===== src/rtd_consts.svh =====
// Constants for the reference and touch-detect timing control
// Contract
// Bit 4 high picks on-chip reference, low external; resets low.
// Reference power-up holds off conversions 0, 100, 500 or 1000 us.
// Settle-delay field resets to 00, no delay.
// Power-down bit high turns reference off between conversions; resets high.
// External reference selected keeps on-chip reference off always.
// On-chip, power-down low: always on; high: on only for conversions.
// Bit 0 picks 1.2 V when low (reset) or 2.5 V when high.
// Reference fields read back the last written value; reads change nothing.
// Precharge panel capacitance for time in bits 5:3 before sensing.
// Precharge codes give 20, 84, 276, 340, 1044, 1108, 1300, 1364 us.
// Sense wait from bits 2:0, 32 us up to 2.656 ms.
// On touch, drive panel, wait panel settle, then convert.
// Settle counter restarts on each reference off-to-on, gates conversions.
// Reserved bits ignore writes and read as zero.
`ifndef RTD_CONSTS_SVH
`define RTD_CONSTS_SVH

`define RTD_CLK_MHZ 100
`define RTD_CW 24
`define RTD_AW 8
`define RTD_DW 16
`define RTD_ADDR_REFC 8'h03
`define RTD_ADDR_TDC 8'h05
`define RTD_REFC_RST 16'h0002
`define RTD_TDC_RST 16'h0000
`define RTD_US2CYC(t) (24'((t) * `RTD_CLK_MHZ))
`define RTD_MS2CYC(t) (24'((t) * 1000 * `RTD_CLK_MHZ))

`define RTD_SETTLE0_US 0
`define RTD_SETTLE1_US 100
`define RTD_SETTLE2_US 500
`define RTD_SETTLE3_US 1000

`define RTD_PRE0_US 20
`define RTD_PRE1_US 84
`define RTD_PRE2_US 276
`define RTD_PRE3_US 340
`define RTD_PRE4_US 1044
`define RTD_PRE5_US 1108
`define RTD_PRE6_US 1300
`define RTD_PRE7_US 1364

`define RTD_SNS0_US 32
`define RTD_SNS1_US 96
`define RTD_SNS2_US 544
`define RTD_SNS3_US 608
`define RTD_SNS4_US 2080
`define RTD_SNS5_US 2144
`define RTD_SNS6_US 2592
`define RTD_SNS7_US 2656

`define RTD_PNL0_US 0
`define RTD_PNL1_US 100
`define RTD_PNL2_US 500
`define RTD_PNL3_MS 1
`define RTD_PNL4_MS 5
`define RTD_PNL5_MS 10
`define RTD_PNL6_MS 50
`define RTD_PNL7_MS 100

`endif


===== src/rtd_pkg.sv =====
// Types for the reference and touch-detect timing control
`include "rtd_consts.svh"

package rtd_pkg;

	typedef logic [`RTD_CW-1:0] rtd_cnt_t;

	typedef enum logic [1:0] {
		RTD_R_IDLE,
		RTD_R_WAIT,
		RTD_R_CONV
	} rtd_ref_st_t;

	typedef enum logic [2:0] {
		RTD_T_IDLE,
		RTD_T_PRE,
		RTD_T_SENSE,
		RTD_T_PANEL,
		RTD_T_CONV
	} rtd_tch_st_t;

	typedef struct packed {
		logic [10:0] rsvd;
		logic int_sel;
		logic [1:0] settle;
		logic ref_auto_powerdown;
		logic volt_hi;
	} rtd_refc_t;

	typedef struct packed {
		logic [9:0] rsvd;
		logic [2:0] pre;
		logic [2:0] sense;
	} rtd_tdc_t;

	typedef struct packed {
		rtd_refc_t rc;
		rtd_tdc_t td;
		rtd_ref_st_t rst;
		rtd_tch_st_t tst;
		rtd_cnt_t rcnt;
		rtd_cnt_t tcnt;
		logic ref_on;
		logic conv_start;
		logic precharge;
		logic sensing;
		logic panel_drv;
		logic touch_miss;
		logic [`RTD_DW-1:0] rdata;
	} rtd_state_t;

endpackage


===== src/rtd_ref_touch_ctrl.sv =====
// Reference power/settle and touch-detect precharge timing controller
`include "rtd_consts.svh"

module rtd_ref_touch_ctrl #(
	parameter logic [3:0][`RTD_CW-1:0] SETTLE_CYC = '{
		`RTD_US2CYC(`RTD_SETTLE3_US),
		`RTD_US2CYC(`RTD_SETTLE2_US),
		`RTD_US2CYC(`RTD_SETTLE1_US),
		`RTD_US2CYC(`RTD_SETTLE0_US)
	},
	parameter logic [7:0][`RTD_CW-1:0] PRE_CYC = '{
		`RTD_US2CYC(`RTD_PRE7_US),
		`RTD_US2CYC(`RTD_PRE6_US),
		`RTD_US2CYC(`RTD_PRE5_US),
		`RTD_US2CYC(`RTD_PRE4_US),
		`RTD_US2CYC(`RTD_PRE3_US),
		`RTD_US2CYC(`RTD_PRE2_US),
		`RTD_US2CYC(`RTD_PRE1_US),
		`RTD_US2CYC(`RTD_PRE0_US)
	},
	parameter logic [7:0][`RTD_CW-1:0] SENSE_CYC = '{
		`RTD_US2CYC(`RTD_SNS7_US),
		`RTD_US2CYC(`RTD_SNS6_US),
		`RTD_US2CYC(`RTD_SNS5_US),
		`RTD_US2CYC(`RTD_SNS4_US),
		`RTD_US2CYC(`RTD_SNS3_US),
		`RTD_US2CYC(`RTD_SNS2_US),
		`RTD_US2CYC(`RTD_SNS1_US),
		`RTD_US2CYC(`RTD_SNS0_US)
	},
	parameter logic [7:0][`RTD_CW-1:0] PANEL_CYC = '{
		`RTD_MS2CYC(`RTD_PNL7_MS),
		`RTD_MS2CYC(`RTD_PNL6_MS),
		`RTD_MS2CYC(`RTD_PNL5_MS),
		`RTD_MS2CYC(`RTD_PNL4_MS),
		`RTD_MS2CYC(`RTD_PNL3_MS),
		`RTD_US2CYC(`RTD_PNL2_US),
		`RTD_US2CYC(`RTD_PNL1_US),
		`RTD_US2CYC(`RTD_PNL0_US)
	}
) (
	// Clock and reset
	input wire logic SYS_CLK,
	input wire logic RST_N,
	// Register port
	input wire logic [`RTD_AW-1:0] REG_ADDR,
	input wire logic [`RTD_DW-1:0] REG_WDATA,
	input wire logic REG_WR,
	input wire logic REG_RD,
	output logic [`RTD_DW-1:0] REG_RDATA,
	// Converter handshake
	input wire logic CONV_REQ,
	input wire logic CONV_DONE,
	output logic CONV_START,
	// Reference controls
	output logic REF_INTERNAL,
	output logic REF_VOLT_HI,
	output logic REF_POWER_ON,
	// Touch detect
	input wire logic TOUCH_REQ,
	input wire logic TOUCH_DETECTED,
	input wire logic [2:0] PANEL_SETTLE_SEL,
	output logic PRECHARGE_ON,
	output logic SENSE_ON,
	output logic PANEL_DRIVE_ON,
	output logic TOUCH_MISS
);

	localparam rtd_pkg::rtd_state_t RST_ST = '{
		rc: `RTD_REFC_RST,
		td: `RTD_TDC_RST,
		rst: rtd_pkg::RTD_R_IDLE,
		tst: rtd_pkg::RTD_T_IDLE,
		default: '0
	};

	rtd_pkg::rtd_state_t s;
	rtd_pkg::rtd_state_t next_s;
	logic touch_go;
	logic conv_req;
	logic ref_want;
	// Write data seen as reference fields, for the checks only
	rtd_pkg::rtd_refc_t wr_refc;

	assign wr_refc = REG_WDATA;

	// Saturating countdown, also turns a length into a last index
	function automatic rtd_pkg::rtd_cnt_t minus1(
		input rtd_pkg::rtd_cnt_t v
	);
		minus1 = (v == '0) ? '0 : v - 1'b1;
	endfunction

	////////////////////////////////////////////////////////////////////
	always_comb begin
		next_s = s;
		touch_go = 1'b0;
		next_s.conv_start = 1'b0;
		next_s.touch_miss = 1'b0;
		next_s.rdata = '0;

		// Reserved bits dropped on write
		if (REG_WR && REG_ADDR == `RTD_ADDR_REFC) begin
			next_s.rc = REG_WDATA;
			next_s.rc.rsvd = '0;
		end
		if (REG_WR && REG_ADDR == `RTD_ADDR_TDC) begin
			next_s.td = REG_WDATA;
			next_s.td.rsvd = '0;
		end

		// Readback of stored fields, no side effect
		if (REG_RD) begin
			case (REG_ADDR)
				`RTD_ADDR_REFC: next_s.rdata = s.rc;
				`RTD_ADDR_TDC: next_s.rdata = s.td;
				default: next_s.rdata = '0;
			endcase
		end

		////////////////////////////////////////////////////////////////
		case (s.tst)
			rtd_pkg::RTD_T_IDLE: begin
				// Precharge starts the touch check
				if (TOUCH_REQ) begin
					next_s.tst = rtd_pkg::RTD_T_PRE;
					next_s.precharge = 1'b1;
					next_s.tcnt = minus1(PRE_CYC[s.td.pre]);
				end
			end
			rtd_pkg::RTD_T_PRE: begin
				// Precharge length from the code table
				if (s.tcnt == '0) begin
					next_s.tst = rtd_pkg::RTD_T_SENSE;
					next_s.precharge = 1'b0;
					next_s.sensing = 1'b1;
					next_s.tcnt = minus1(SENSE_CYC[s.td.sense]);
				end else begin
					next_s.tcnt = minus1(s.tcnt);
				end
			end
			rtd_pkg::RTD_T_SENSE: begin
				// Touch seen: driver on, panel settle
				if (TOUCH_DETECTED) begin
					next_s.tst = rtd_pkg::RTD_T_PANEL;
					next_s.sensing = 1'b0;
					next_s.panel_drv = 1'b1;
					next_s.tcnt = PANEL_CYC[PANEL_SETTLE_SEL];
				// Sense window ends without touch
				end else if (s.tcnt == '0) begin
					next_s.tst = rtd_pkg::RTD_T_IDLE;
					next_s.sensing = 1'b0;
					next_s.touch_miss = 1'b1;
				end else begin
					next_s.tcnt = minus1(s.tcnt);
				end
			end
			rtd_pkg::RTD_T_PANEL: begin
				// Conversion waits for an idle converter path
				if (s.tcnt != '0) begin
					next_s.tcnt = minus1(s.tcnt);
				end else if (s.rst == rtd_pkg::RTD_R_IDLE) begin
					touch_go = 1'b1;
					next_s.tst = rtd_pkg::RTD_T_CONV;
				end
			end
			rtd_pkg::RTD_T_CONV: begin
				if (CONV_DONE && s.rst == rtd_pkg::RTD_R_CONV) begin
					next_s.tst = rtd_pkg::RTD_T_IDLE;
					next_s.panel_drv = 1'b0;
				end
			end
			default: begin
				next_s.tst = rtd_pkg::RTD_T_IDLE;
				next_s.precharge = 1'b0;
				next_s.sensing = 1'b0;
				next_s.panel_drv = 1'b0;
			end
		endcase

		////////////////////////////////////////////////////////////////
		conv_req = CONV_REQ | touch_go;
		// Reference power decision
		ref_want = s.rc.int_sel & (~s.rc.ref_auto_powerdown
			| (s.rst != rtd_pkg::RTD_R_IDLE) | conv_req);
		next_s.ref_on = ref_want;

		// Settle count reloads on every power-up
		if (ref_want && !s.ref_on) begin
			next_s.rcnt = SETTLE_CYC[s.rc.settle];
		end else begin
			next_s.rcnt = minus1(s.rcnt);
		end

		case (s.rst)
			rtd_pkg::RTD_R_IDLE: begin
				if (conv_req) begin
					next_s.rst = rtd_pkg::RTD_R_WAIT;
				end
			end
			rtd_pkg::RTD_R_WAIT: begin
				// Conversion held until reference settled
				if (!s.rc.int_sel || (s.ref_on && s.rcnt == '0)) begin
					next_s.conv_start = 1'b1;
					next_s.rst = rtd_pkg::RTD_R_CONV;
				end
			end
			rtd_pkg::RTD_R_CONV: begin
				if (CONV_DONE) begin
					next_s.rst = rtd_pkg::RTD_R_IDLE;
				end
			end
			default: begin
				next_s.rst = rtd_pkg::RTD_R_IDLE;
			end
		endcase
	end

	////////////////////////////////////////////////////////////////////
	// Reset values of all fields
	always_ff @(posedge SYS_CLK) begin
		if (!RST_N) begin
			s <= RST_ST;
		end else begin
			s <= next_s;
		end
	end

	assign REG_RDATA = s.rdata;
	assign CONV_START = s.conv_start;
	assign REF_INTERNAL = s.rc.int_sel;
	assign REF_VOLT_HI = s.rc.volt_hi;
	assign REF_POWER_ON = s.ref_on;
	assign PRECHARGE_ON = s.precharge;
	assign SENSE_ON = s.sensing;
	assign PANEL_DRIVE_ON = s.panel_drv;
	assign TOUCH_MISS = s.touch_miss;
endmodule


===== config.mk =====
export PLATFORM = sky130hd
export DESIGN_NAME = rtd_ref_touch_ctrl
export DESIGN_NICKNAME = d
export VERILOG_FILES = /design/src/rtd_pkg.sv /design/src/rtd_ref_touch_ctrl.sv
export VERILOG_INCLUDE_DIRS = /design/src
export SDC_FILE = /design/constraint.sdc
export NUM_CORES = 1
export LEC_CHECK = 0
export ABC_AREA = 0
export BUFFER_PORTS_ARGS = -buffer_cell sky130_fd_sc_hd__buf_2
export CAP_MARGIN = 20
export CORE_MARGIN = 2
export CORE_UTILIZATION = 55
export CTS_CLUSTER_SIZE = 14
export DETAILED_ROUTE_END_ITERATION = 6
export HOLD_SLACK_MARGIN = 0.08
export PLACE_DENSITY = 0.77
export REMOVE_ABC_BUFFERS = 1
export SYNTH_ARGS = -nofsm -noshare
export SYNTH_HDL_FRONTEND = slang
export SYNTH_SLANG_ARGS = --single-unit

===== constraint.sdc =====
create_clock -name SYS_CLK -period 3 [get_ports SYS_CLK]
set_input_delay 0.15 -clock SYS_CLK [delete_from_list [all_inputs] [get_ports SYS_CLK]]
set_output_delay 0.15 -clock SYS_CLK [all_outputs]
set_load 0.005 [all_outputs]

== Word-level counts from Yosys, hierarchy flattened ==
Memories as Yosys holds them, arrays and structs flattened. A register that Yosys moved wholly into a read port is not among the register bits.
Index checks and enable logic that the tools add are counted.

* Register bits after elaboration: 86
* Memory bits (read-only): 576
* Input bits: 35
* Output and inout bits: 24
* Word-level logic and storage cells: 134
* Memories: 3

{| class="wikitable"
|+ Memories
! memory !! depth !! bits a word !! rd ports !! clocked after memory_dff !! wr ports !! line !! text
|-
| (no name shown) || 8 || 24 || 1 || 0 || 0 || rtd_ref_touch_ctrl.sv:148 || <nowiki>next_s.tcnt = PANEL_CYC[PANEL_SETTLE_SEL];</nowiki>
|-
| (no name shown) || 8 || 24 || 1 || 1 || 0 || rtd_ref_touch_ctrl.sv:137 || <nowiki>next_s.tcnt = minus1(SENSE_CYC[s.td.sense]);</nowiki>
|-
| (no name shown) || 8 || 24 || 1 || 1 || 0 || rtd_ref_touch_ctrl.sv:128 || <nowiki>next_s.tcnt = minus1(PRE_CYC[s.td.pre]);</nowiki>
|}

* Add/subtract/negate cells: 4
* Order comparisons: 4
* Equal/unequal tests: 20
* Muxes and demuxes: 47
* Bitwise gates (word level): 10
* Reductions and logical operators: 29

{| class="wikitable"
|+ Operators with widths
! cell !! count
|-
| $mux 24 || 14
|-
| $logic_not 24->1 || 4
|-
| $pmux 24 s4 || 1
|-
| $sub 24x1->24 const B || 4
|-
| $bmux 24 s2 || 1
|-
| $mux 3 || 11
|-
| $reduce_bool 24->1 || 1
|-
| $ne 2x2->1 const B || 10
|-
| $pmux 3 s5 || 1
|-
| $lt 3x4->1 const B || 3
|-
| $pmux 6 s2 || 1
|-
| $reduce_and 3->1 || 4
|-
| $reduce_or 3->1 || 4
|-
| $mux 1 || 10
|-
| $pmux 1 s3 || 3
|-
| $eq 8x2->1 const B || 1
|-
| $eq 8x3->1 const B || 1
|-
| $mux 2 || 4
|-
| $eq 3x2->1 const B || 2
|-
| $ne 3x3->1 const B || 2
|-
| $not 1->1 || 6
|-
| $pmux 2 s3 || 1
|-
| $reduce_and 6->1 || 1
|-
| $logic_and 1x1->1 || 5
|-
| other kinds (15) || 19
|}

== Logic depth before layout (Yosys ltp) ==
Gate-level depths: netlist of the first run.

* Depth after elaboration: 9
* Depth in mapped cells: 11
* Gate-level depth less buffers: 9

== Worst setup path after synthesis of the first run ==
Ideal clock, no wire load.

* Path type: register to register
* Start: register s[22] (netlist name)
* End: register s[58] (netlist name)
* Setup time: 0.115 ns
* Arrival time: 2.406 ns
* Required time: 2.885 ns
* Slack: 0.480 ns
* Stages on the path, launching flop included: 11
* Path buffers: 2
* Period minus slack after synthesis: 2.520 ns
* Cell sequence: dfxtp_1 -> inv_1 -> ha_1 -> or4b_1 -> or3_4 -> o31a_1 -> a311oi_4 -> or2_1 -> buf_6 -> buf_8 -> nor2_1

* Word-level cells in the longest chain between the ends: 8

{| class="wikitable"
|+ RTL lines
! what !! line !! text
|-
| start: declaration || rtd_ref_touch_ctrl.sv:77 || <nowiki>rtd_pkg::rtd_state_t s;</nowiki>
|-
| start signal: assignment || rtd_ref_touch_ctrl.sv:225 || <nowiki>s <= next_s;</nowiki>
|-
| $reduce_bool 24->1 || rtd_ref_touch_ctrl.sv:160 || <nowiki>if (s.tcnt != '0) begin</nowiki>
|-
| $mux 1 || rtd_ref_touch_ctrl.sv:160 ||
|-
| $mux 1 || rtd_ref_touch_ctrl.sv:122 || <nowiki>case (s.tst)</nowiki>
|-
| $or 1x1->1 || rtd_ref_touch_ctrl.sv:182 || <nowiki>conv_req = CONV_REQ | touch_go;</nowiki>
|-
| $or 1x1->1 || rtd_ref_touch_ctrl.sv:185 || <nowiki>| (s.rst != rtd_pkg::RTD_R_IDLE) | conv_req);</nowiki>
|-
| $and 1x1->1 || rtd_ref_touch_ctrl.sv:184 || <nowiki>ref_want = s.rc.int_sel & (~s.rc.ref_auto_powerdown</nowiki>
|-
| $logic_and 1x1->1 || rtd_ref_touch_ctrl.sv:189 || <nowiki>if (ref_want && !s.ref_on) begin</nowiki>
|-
| $mux 24 || rtd_ref_touch_ctrl.sv:189 ||
|}

Every way passes these cells.
A chain may end at the register's enable or synchronous reset.

== Final worst setup path of the first run ==
* Start: register s[22] (netlist name)
* End: register s[37] (netlist name)

* Word-level cells in the longest chain between the ends: 4
* Elaborated cells between the ends (all ways): 12
* Those cells by class: add/sub: 1; eq/ne: 2; mux: 6; reduce/logical: 3

{| class="wikitable"
|+ RTL lines
! what !! line
|-
| $sub 24x1->24 or $logic_not 24->1 (tied branches) || rtd_ref_touch_ctrl.sv:91, rtd_ref_touch_ctrl.sv:133, rtd_ref_touch_ctrl.sv:150
|-
| $mux 24, on equally long branches || rtd_ref_touch_ctrl.sv:91, rtd_ref_touch_ctrl.sv:150
|-
| $mux 24, on equally long branches || rtd_ref_touch_ctrl.sv:160, rtd_ref_touch_ctrl.sv:144
|-
| $pmux 24 s4 || rtd_ref_touch_ctrl.sv:122
|}

Several ways; a longest one is shown, not always the timed one. The select of a mux whose other input is x is not followed.

==> reports/qor.yml, run 1 <==
detailed_routing:
  drc: 0
  routed_wl_mm: 12.9
  antenna_left: 0
  drt-wirelength-per-cell_um: 17.0
  drt_first_iter_violations: 256
  vias_per_cell: 6.15
  num_vias: 4656
  first_pass_iters: 7
synthesis:
  synth_async_sr_flop_share_pct: 0
  synth_cell_types: 70
  yosys_warnings: 0
  yosysSeqAreaShare_pct: 36.9
  synth_cells: 604
  synth-seq-cells: 92
  synthTopCellsByArea: "dfxtp_1 37%, a21oi_1 4.4%, nor2_1 4.3%"
  synth_edf_count: 0
  synth_top_area_cell: "dfxtp_1"
  synth_flop_cell: "dfxtp_1"
  synth_top_area_share_pct: 36.9
  postSynthAreaPerCell_um2: 8.26
  syn_area_um2: 4990
timing:
  worstMarginPinSlew_ns: 0.695
  setup_tns_ns: 0
  drv_slew: 0
  setup_viol: 0
  relSlewSlack_pct: 53.3
  min_period_over_period_pct: 92.7
  setup_ws_ns: 0.220
  hold_viol: 0
  worst_clock_skew_ns: 0.0169
  max_freq_ghz: 0.360
  rsz0062_at_grt: "no"
  layout_min_cycle_time_ns: 2.78
clock_tree:
  clock_path_buffers: 2
  clkSinkCount: 92
  clk_pin_slew_ns: 0.10
  cts-root-buf: "clkbuf_8"
  cts_max_level: 3
  cts_tree: "done"
  insertion_delay_ns: 0.37
  cts_setup_buffers: 0
  cts_buffers: 9
grt:
  grt_overflow: 0
  antenna_found_initial: 0
  grt_pass1_vias: 4454
  global_route.usage.total_pct: 26.8
  grt_max_degree: 32
  grt_pass1_wl_mm: 21.4
min_path:
  holdCritPathClass: "in2reg"
  min_from: "RST_N"
placed_design:
  dp_hpwl_mm: 9.61
  routabilityCongestion: 0.989
  pre_cts_ws_ns: 0.161
  numPortBuffers: 38
layout:
  drive_gt1_share_pct: 14.2
  nets: 697
  fill_cells: 796
  area_growth_pct: 10.8
  most-common-layout-cells: "92 x dfxtp_1, 57 x nor2_1, 48 x nand2_1"
  num_antenna_cells: 0
  final_common_cell: "dfxtp_1"
floorplanning:
  num_io_pins: 59
  rows: 34
  die_x_um: 99.3
  core-area_um2: 8760
  die_h_um: 99.3
  dieArea_um2: 9850
  start_util_pct: 57.0
critical_path:
  startpoint: "s[22]$_SDFFE_PN0P_"
  worstSetupPathType: "reg2reg"
  start_kind: "flop"
  path_cells: "inv_1 -> ha_1 -> or4b_1 -> nor3_1 -> nand2_1 -> buf_4 -> o21ai_0 -> buf_4 -> nor3_1 -> o31a_1"
  endpoint_kind: "flop"
  critPathMaxFanout: 15
  arrival_ns: 3.05
  critical_path_required_ns: 3.27
  critPathMaxStageDelay_ns: 0.53
  r2r_start: "s[22]$_SDFFE_PN0P_"
  slowest_stage: "or4b_1"
pwr:
  p_leak_nw: 2.28
  p_per_area_nw_per_um2: 916
  ir_drop_mv: 0.527
run:
  maxCapViolCount: 0
outcome:
  status: "completed"
-- routing by layer --
metal | up-vias | wire length [um] | track usage, %
li1 | 2239 | - | -
met1 | 2200 | 5560 | 34.1
met2 | 177 | 6140 | 45.0
met3 | 40 | 741 | 4.29
met4 | 0 | 416 | 11.5
met5 | - | 0 | 0
-- through the flow --
stage | power [mW] | util (%) | hold slack (ns) | instances | cell area, um^2
5_1_grt | 5.42 | 63.1 | 0.139 | 757 | 5530
6_report | 5.06 | 63.1 | 0.128 | 757 | 5530
2_1_floorplan | 3.42 | - | 0.222 | 566 | 4760
3_5_place_dp | 4.17 | 60.0 | 0.380 | 735 | 5260
4_1_cts | 5.05 | 63.1 | 0.0923 | 757 | 5530
3_3_place_gp | 4.11 | 60.0 | 0.373 | 735 | 5260
-- cells by family (layout without fill, tap and decap cells) --
| group | count (synthesis) | after routing | synth area share [%] |
|---|---|---|---|
| AO/OA/AOI/OAI | 155 | 155 | 20.5 |
| XOR/XNOR | 33 | 33 | 5.79 |
| adder cells (fa/ha/maj) | 17 | 17 | 4.26 |
| buffers and inverters | 67 | 103 | 6.79 |
| flip-flops | 92 | 92 | 36.9 |
| multiplexers | 12 | 12 | 2.46 |
| other | 1 | 10 | 0.0751 |
| AND/OR/NAND/NOR | 227 | 227 | 23.2 |
-- critical path: cells and delay by family (launching register included) --
kind / cells / cell delay, ns
and+or+nand+nor: 4 / 1.17
buffers and inverters: 3 / 0.54
AOI/OAI and AO/OA: 2 / 0.46
DFF: 1 / 0.34
adders and majority gates: 1 / 0.17
-- where the power goes --
group | switching [mW] | total, mW | internal (mW) | leakage [nW]
clock | 0.453 | 0.862 | 0.408 | 0.0992
sequential | 0.312 | 1.79 | 1.48 | 0.750
combinational | 1.37 | 2.41 | 1.04 | 1.43
-- final timing paths --
kind | slack [ns] | end | depth (start not counted)
max | 0.22 | s[37]$_SDFFE_PN0P_ | 10
min | 0.13 | s[92]$_SDFFE_PN1P_ | 2
max reg2reg | 0.22 | s[37]$_SDFFE_PN0P_ | 10
min reg2reg | 0.48 | s[46]$_SDFF_PP0_ | 1
-- final cells by class --
| cell class | instances | area, um^2 | share of cell area, % |
|---|---|---|---|
| Multi-Input combinational cell | 454 | 2850 | 51.5 |
| Clock inverter | 5 | 60.1 | 1.09 |
| Tap cell | 108 | 135 | 2.44 |
| Inverter | 20 | 75.1 | 1.36 |
| Clock buffer | 10 | 138 | 2.49 |
| Timing Repair Buffer | 68 | 433 | 7.83 |
| Sequential cell | 92 | 1840 | 33.3 |
-- synthesized netlist by cell type (3+ instances only) --
cell type	number
a21oi_1	44
nand4_1	4
ha_1	17
a21boi_0	3
o32ai_1	4
o21a_1	9
nand2b_1	8
nand2_1	48
and4_1	3
buf_4	17
dfxtp_1	92
nand3_1	24
xnor2_1	19
o21ai_0	35
a211oi_1	3
o31a_1	3
o221a_2	4
inv_1	20
nor3_1	24
nor4_1	14
o211ai_1	5
mux2i_1	10
nor2_1	57
and3_1	6
a31oi_1	8
or4_1	4
xor2_1	14
buf_2	4
or3_1	8
and2_1	4
nor3b_1	4
clkbuf_1	23
o31ai_1	6
o22ai_1	7
nor2b_1	4
a22oi_1	5
-- timing repair --
item	CTS	global route
hold buffers	7	0
setup endpoints to repair	0	7
resized for setup	0	1
hold endpoints to repair	10	0
(Power assumes the default switching activity.)
==> run 2: changes to the inputs <==
==> constraint.sdc (replaced) <==
create_clock -name SYS_CLK -period 3.43 [get_ports SYS_CLK]
set_input_delay 0.1715 -clock SYS_CLK [delete_from_list [all_inputs] [get_ports SYS_CLK]]
set_output_delay 0.1715 -clock SYS_CLK [all_outputs]
set_load 0.005 [all_outputs]
==> run 2 against run 1 <==
  * Largest cell class unchanged
  * Sequential cell count stayed put
  * Count of clock-buffer cells in the layout unchanged
  * Via count shrank 0.75%
==> reports/qor.yml, run 2 (synthesis results as in run 1) <==
layout:
  area_growth_pct: 8.47
  nets: 685  # -1.7%
  finish.instance_area_um2: 5410  # -2.1%
  final_util_pct: 61.8  # -1.3 points
  final_common_cell: "dfxtp_1"
  num_antenna_cells: 0  # unchanged
  most-common-layout-cells: "92 x dfxtp_1, 57 x nor2_1, 48 x nand2_1"
  drive_gt1_share_pct: 12.4  # -1.8 points
pwr:
  p_leak_nw: 2.22  # -2.8%
  switching_power_mw: 1.86  # -13%
  p_int_mw: 2.47  # -16%
  p_per_area_nw_per_um2: 800  # -13%
  pwr-share-seq_pct: 36.3  # +0.9 points
  swShare_pct: 42.9  # +0.70 points
  ir_drop_mv: 0.520  # -1.4%
  clockPowerShare_pct: 16.2  # -0.8 points
  power_frac_comb_pct: 47.5  # about the same
floorplanning:
  die_x_um: 99.3  # unchanged
  die_h_um: 99.3  # unchanged
  num_io_pins: 59  # unchanged
  rows: 34  # unchanged
  dieArea_um2: 9850  # unchanged
  start_util_pct: 57.0  # unchanged
  core-area_um2: 8760  # unchanged
timing:
  worstMarginPinSlew_ns: 0.933  # +0.238 ns
  min_period_over_period_pct: 85.3  # -7.3 points
  max_freq_ghz: 0.342  # -5.0%
  layout_min_cycle_time_ns: 2.93  # +0.147 ns
  relSlewSlack_pct: 37.8  # -15 points
  rsz0062_at_grt: "no"
  worst_clock_skew_ns: 0.00645  # -0.0105 ns
  drv_slew: 0  # unchanged
  setup_tns_ns: 0  # unchanged
  holdWs_ns: 0.0920  # -0.0359 ns
  hold_viol: 0  # unchanged
  setup_viol: 0  # unchanged
grt:
  grt_pass1_vias: 4325  # -2.9%
  global_route.usage.total_pct: 26.6  # -0.19 points
  grt_max_degree: 32  # unchanged
  grt_pass1_wl_mm: 21.1  # -1.6%
  grt_overflow: 0  # unchanged
  antenna_found_initial: 0  # unchanged
detailed_routing:
  drt-wirelength-per-cell_um: 17.3  # +1.7%
  antenna_left: 0  # unchanged
  first_pass_iters: 5  # -2
  drc: 0  # unchanged
  vias_per_cell: 6.21  # +0.98%
  routed_wl_mm: 12.9  # unchanged
  num_vias: 4621  # -0.75%
  drt_first_iter_violations: 355  # +39%
clock_tree:
  insertion_delay_ns: 0.36  # about the same
  cts_tree: "done"
  cts_buffers: 9  # unchanged
  clkSinkCount: 92  # unchanged
  cts_max_level: 3  # unchanged
  clock_path_buffers: 2  # unchanged
  clk_pin_slew_ns: 0.09  # about the same
  cts-root-buf: "clkbuf_8"
placed_design:
  numPortBuffers: 38  # unchanged
  dp_hpwl_mm: 9.35  # -2.7%
  place_area_um2: 5180  # -1.4%
  routabilityCongestion: 0.981  # -0.77%
critical_path:
  arrival_ns: 3.15  # +0.10 ns
  start_kind: "flop"
  critPathMaxFanout: 16  # +1
  path_cells: "inv_1 -> ha_1 -> or4b_1 -> or3_4 -> o31a_1 -> a311oi_4 -> or2_1 -> o21ai_0"
  slowest_stage: "or4b_1"
  critPathMaxStageDelay_ns: 0.51  # -0.02 ns
  cp_num_buf_inv: 1  # -2
  critical_path_required_ns: 3.66  # +0.39 ns
  endpoint_kind: "flop"
  critPathTopFamily: "simple AND/OR/NAND/NOR gates"
  worstSetupPathType: "reg2reg"
run:
  maxCapViolCount: 0  # unchanged
min_path:
  holdCritPathClass: "in2reg"
outcome:
  status: "completed"
run 2: path summary, 6_finish.rpt:
path	from	end	slack, ns	cells after the start
min	REG_RD	REG_RDATA[5]$_SDFF_PN0_	0.09	2
max	s[22]$_SDFFE_PN0P_	s[51]$_SDFF_PN0_	0.50	8
min reg2reg	s[46]$_SDFF_PP0_	s[46]$_SDFF_PP0_	0.48	1
max reg2reg	s[22]$_SDFFE_PN0P_	s[51]$_SDFF_PN0_	0.50	8
run 2: power groups by stage:
stage / Clock [mW] / Sequential [mW] / Combinational [mW]
2_1_floorplan: 0 / 1.51 / 1.48
3_3_place_gp: 0 / 1.57 / 1.95
3_5_place_dp: 0 / 1.59 / 2.00
4_1_cts: 0.715 / 1.56 / 2.02
5_1_grt: 0.758 / 1.60 / 2.26
6_report: 0.700 / 1.57 / 2.06
run 2: metal layers:
layer	global-route usage [%]	vias up	part of all wire [%]
met1	33.8	2136	42
met2	44.5	226	47
met5	0	-	0
met4	10.2	0	2.9
met3	5.41	41	7.5
li1	-	2218	-
run 2: cell type report:
| type | count | area, um^2 |
|---|---|---|
| clock inverters | 4 | 52.6 |
| flip-flops and latches | 92 | 1840 |
| clock buffers | 10 | 128 |
| inverters | 20 | 75.1 |
| multi-input cells | 454 | 2840 |
| fillers | 763 | 3350 |
| well taps | 108 | 135 |
| repair buffers | 56 | 338 |
run 2: timing repair:
item                                   in CTS  in global routing
resized for setup                           0                  0
hold buffers                                5                  0
endpoints found under the hold margin       5                  0
setup endpoints to repair                   0                  0
setup buffers                               0                  0
run 2: per-stage QoR:
| stage | total power, mW | setup WS [ns] | cells |
|---|---|---|---|
| floorplan | 3.00 | 0.554 | 566 |
| global placement | 3.52 | 0.582 | 725 |
| detailed placement | 3.59 | 0.510 | 725 |
| CTS | 4.29 | 0.490 | 744 |
| global route | 4.62 | 0.184 | 744 |
| finish | 4.33 | 0.503 | 744 |
==> run 3: changes to the inputs <==
--- a/config.mk
+++ b/config.mk
@@ -11,6 +11,7 @@
 export CAP_MARGIN = 20
 export CORE_MARGIN = 2
 export CORE_UTILIZATION = 55
+export CTS_BUF_LIST = sky130_fd_sc_hd__clkbuf_8 sky130_fd_sc_hd__clkbuf_16
 export CTS_CLUSTER_SIZE = 14
 export DETAILED_ROUTE_END_ITERATION = 6
 export HOLD_SLACK_MARGIN = 0.08
==> run 3 against run 2 <==
  * Sequential share of layout area unchanged
  * Sequential power about the same
  * Setup slack worse by 0.0017 ns
  * Clock skew about the same
  * Critical path type unchanged
  * Largest cell class unchanged
==> reports/qor.yml, run 3 (synthesis results as in run 1) <==
clock_tree:
  clkSinkCount: 92  # unchanged
  cts_setup_buffers: 0  # unchanged
  cts_buffers: 9  # unchanged
  insertion_delay_ns: 0.36  # about the same
  cts_tree: "done"
  clk_pin_slew_ns: 0.09  # about the same
  clock_path_buffers: 2  # unchanged
  cts-root-buf: "clkbuf_8"
  cts_max_level: 3  # unchanged
critical_path:
  start_kind: "flop"
  worstSetupPathType: "reg2reg"
  reg2regPathDepth: 8  # unchanged
  arrival_ns: 3.16  # about the same
  r2r_start: "s[22]$_SDFFE_PN0P_"
  r2r_end: "s[51]$_SDFF_PN0_"
  critPathMaxFanout: 16  # unchanged
  r2r_slack_ns: 0.50  # about the same
  endpoint_kind: "flop"
  critical_path_required_ns: 3.66  # about the same
timing:
  drv_slew: 0  # unchanged
  max_freq_ghz: 0.341  # about the same
  relSlewSlack_pct: 37.9  # +0.071 points
  setup_viol: 0  # unchanged
  rsz0062_at_grt: "no"
  worstMarginPinSlew_ns: 0.932  # -0.00107 ns
  min_period_over_period_pct: 85.4  # about the same
  hold_viol: 0  # unchanged
  setup_tns_ns: 0  # unchanged
  worst_clock_skew_ns: 0.00653  # +0.0000837 ns
  layout_min_cycle_time_ns: 2.93  # +0.00172 ns
pwr:
  p_leak_nw: 2.22  # +0.19%
  p_per_area_nw_per_um2: 799  # about the same
  ir_drop_mv: 0.520  # +0.13%
grt:
  grt_pass1_wl_mm: 21.1  # unchanged
  grt_overflow: 0  # unchanged
  antenna_found_initial: 0  # unchanged
  global_route.usage.total_pct: 26.6  # unchanged
  grt_max_degree: 32  # unchanged
  grt_pass1_vias: 4325  # unchanged
layout:
  drive_gt1_share_pct: 12.4  # unchanged
  nets: 685  # unchanged
  most-common-layout-cells: "92 x dfxtp_1, 57 x nor2_1, 48 x nand2_1"
  final_util_pct: 61.8  # unchanged
  area_growth_pct: 8.47  # unchanged
  regArea_um2: 1840  # unchanged
  multiInputGateArea_um2: 2840  # unchanged
  num_antenna_cells: 0  # unchanged
  fill_cells: 763  # unchanged
  final_common_cell: "dfxtp_1"
min_path:
  min_from: "REG_RD"
  hold-path-endpoint: "REG_RDATA[5]$_SDFF_PN0_"
  holdPathStages: 2  # unchanged
  holdCritPathClass: "in2reg"
floorplanning:
  start_util_pct: 57.0  # unchanged
  core-area_um2: 8760  # unchanged
  rows: 34  # unchanged
  num_io_pins: 59  # unchanged
  dieArea_um2: 9850  # unchanged
  die_x_um: 99.3  # unchanged
  die_h_um: 99.3  # unchanged
run:
  maxCapViolCount: 0  # unchanged
detailed_routing:
  vias_per_cell: 6.21  # about the same
  first_pass_iters: 6  # +1
  num_vias: 4620  # -0.022%
  antenna_left: 0  # unchanged
  drt-wirelength-per-cell_um: 17.3  # about the same
  routed_wl_mm: 12.9  # about the same
  drt_first_iter_violations: 357  # +0.56%
  drc: 0  # unchanged
placed_design:
  numPortBuffers: 38  # unchanged
  routabilityCongestion: 0.981  # unchanged
  dp_hpwl_mm: 9.35  # unchanged
outcome:
  status: "completed"
[run 3: cell types whose count changed in the layout (fill, tap and decap cells not counted)]
cell      change
inv_1         +1
clkbuf_1      -1
[run 3: final cells by class]
class	instances	area share, %
clock buffer	9	2.29
clock inverter	5	1.04
inverter	20	1.39
multi-input combinational	454	52.5
sequential	92	34.0
tap	108	2.50
timing repair buffer	56	6.24
[run 3: worst max-delay path, stage by stage (launching register included)]
cell and delay [ns]:
dfxtp_1 0.34, inv_1 0.11, ha_1 0.16, or4b_1 0.52
or3_4 0.37, o31a_1 0.32, a311oi_4 0.31, or2_1 0.50
o21ai_0 0.17
[run 3: routing by layer]
| metal | global-route usage, % | vias to the layer above | wire length, um |
|---|---|---|---|
| met1 | 33.8 | 2127 | 5440 |
| met5 | 0 | - | 0 |
| li1 | - | 2220 | - |
| met3 | 5.41 | 45 | 956 |
| met2 | 44.5 | 228 | 6040 |
| met4 | 10.2 | 0 | 419 |
[run 3: repair_timing]
action | CTS | global route
hold endpoints to repair | 5 | 0
hold buffers | 5 | 0
resized for setup | 0 | 0
[run 3: how the worst max path moves through the flow]
stage	startpoint	endpoint	slack, ns	depth (start not counted)
5_1_grt	s[51]$_SDFF_PN0_	s[51]$_SDFF_PN0_	0.18	7
2_1_floorplan	s[22]$_SDFFE_PN0P_	s[38]$_SDFFE_PN0P_	0.55	8
3_3_place_gp	s[22]$_SDFFE_PN0P_	s[62]$_SDFF_PN0_	0.58	8
4_1_cts	s[22]$_SDFFE_PN0P_	s[51]$_SDFF_PN0_	0.49	8
3_5_place_dp	s[22]$_SDFFE_PN0P_	s[62]$_SDFF_PN0_	0.51	8
6_report	s[22]$_SDFFE_PN0P_	s[51]$_SDFF_PN0_	0.50	8
[run 3: where the power goes]
group          leakage [nW]  internal (mW)  switching [mW]
clock                0.0963          0.328           0.369
sequential            0.750           1.29           0.279
combinational          1.37          0.850            1.21
[run 3: stage by stage]
step	hold WS [ns]	cells	area (um^2)	power [mW]	setup slack, ns
6_report	0.0909	744	5410	4.33	0.501
5_1_grt	0.0820	744	5410	4.62	0.184
4_1_cts	0.0840	744	5410	4.29	0.490
3_5_place_dp	0.418	725	5180	3.59	0.510
3_3_place_gp	0.392	725	5180	3.52	0.582
2_1_floorplan	0.243	566	4760	3.00	0.554
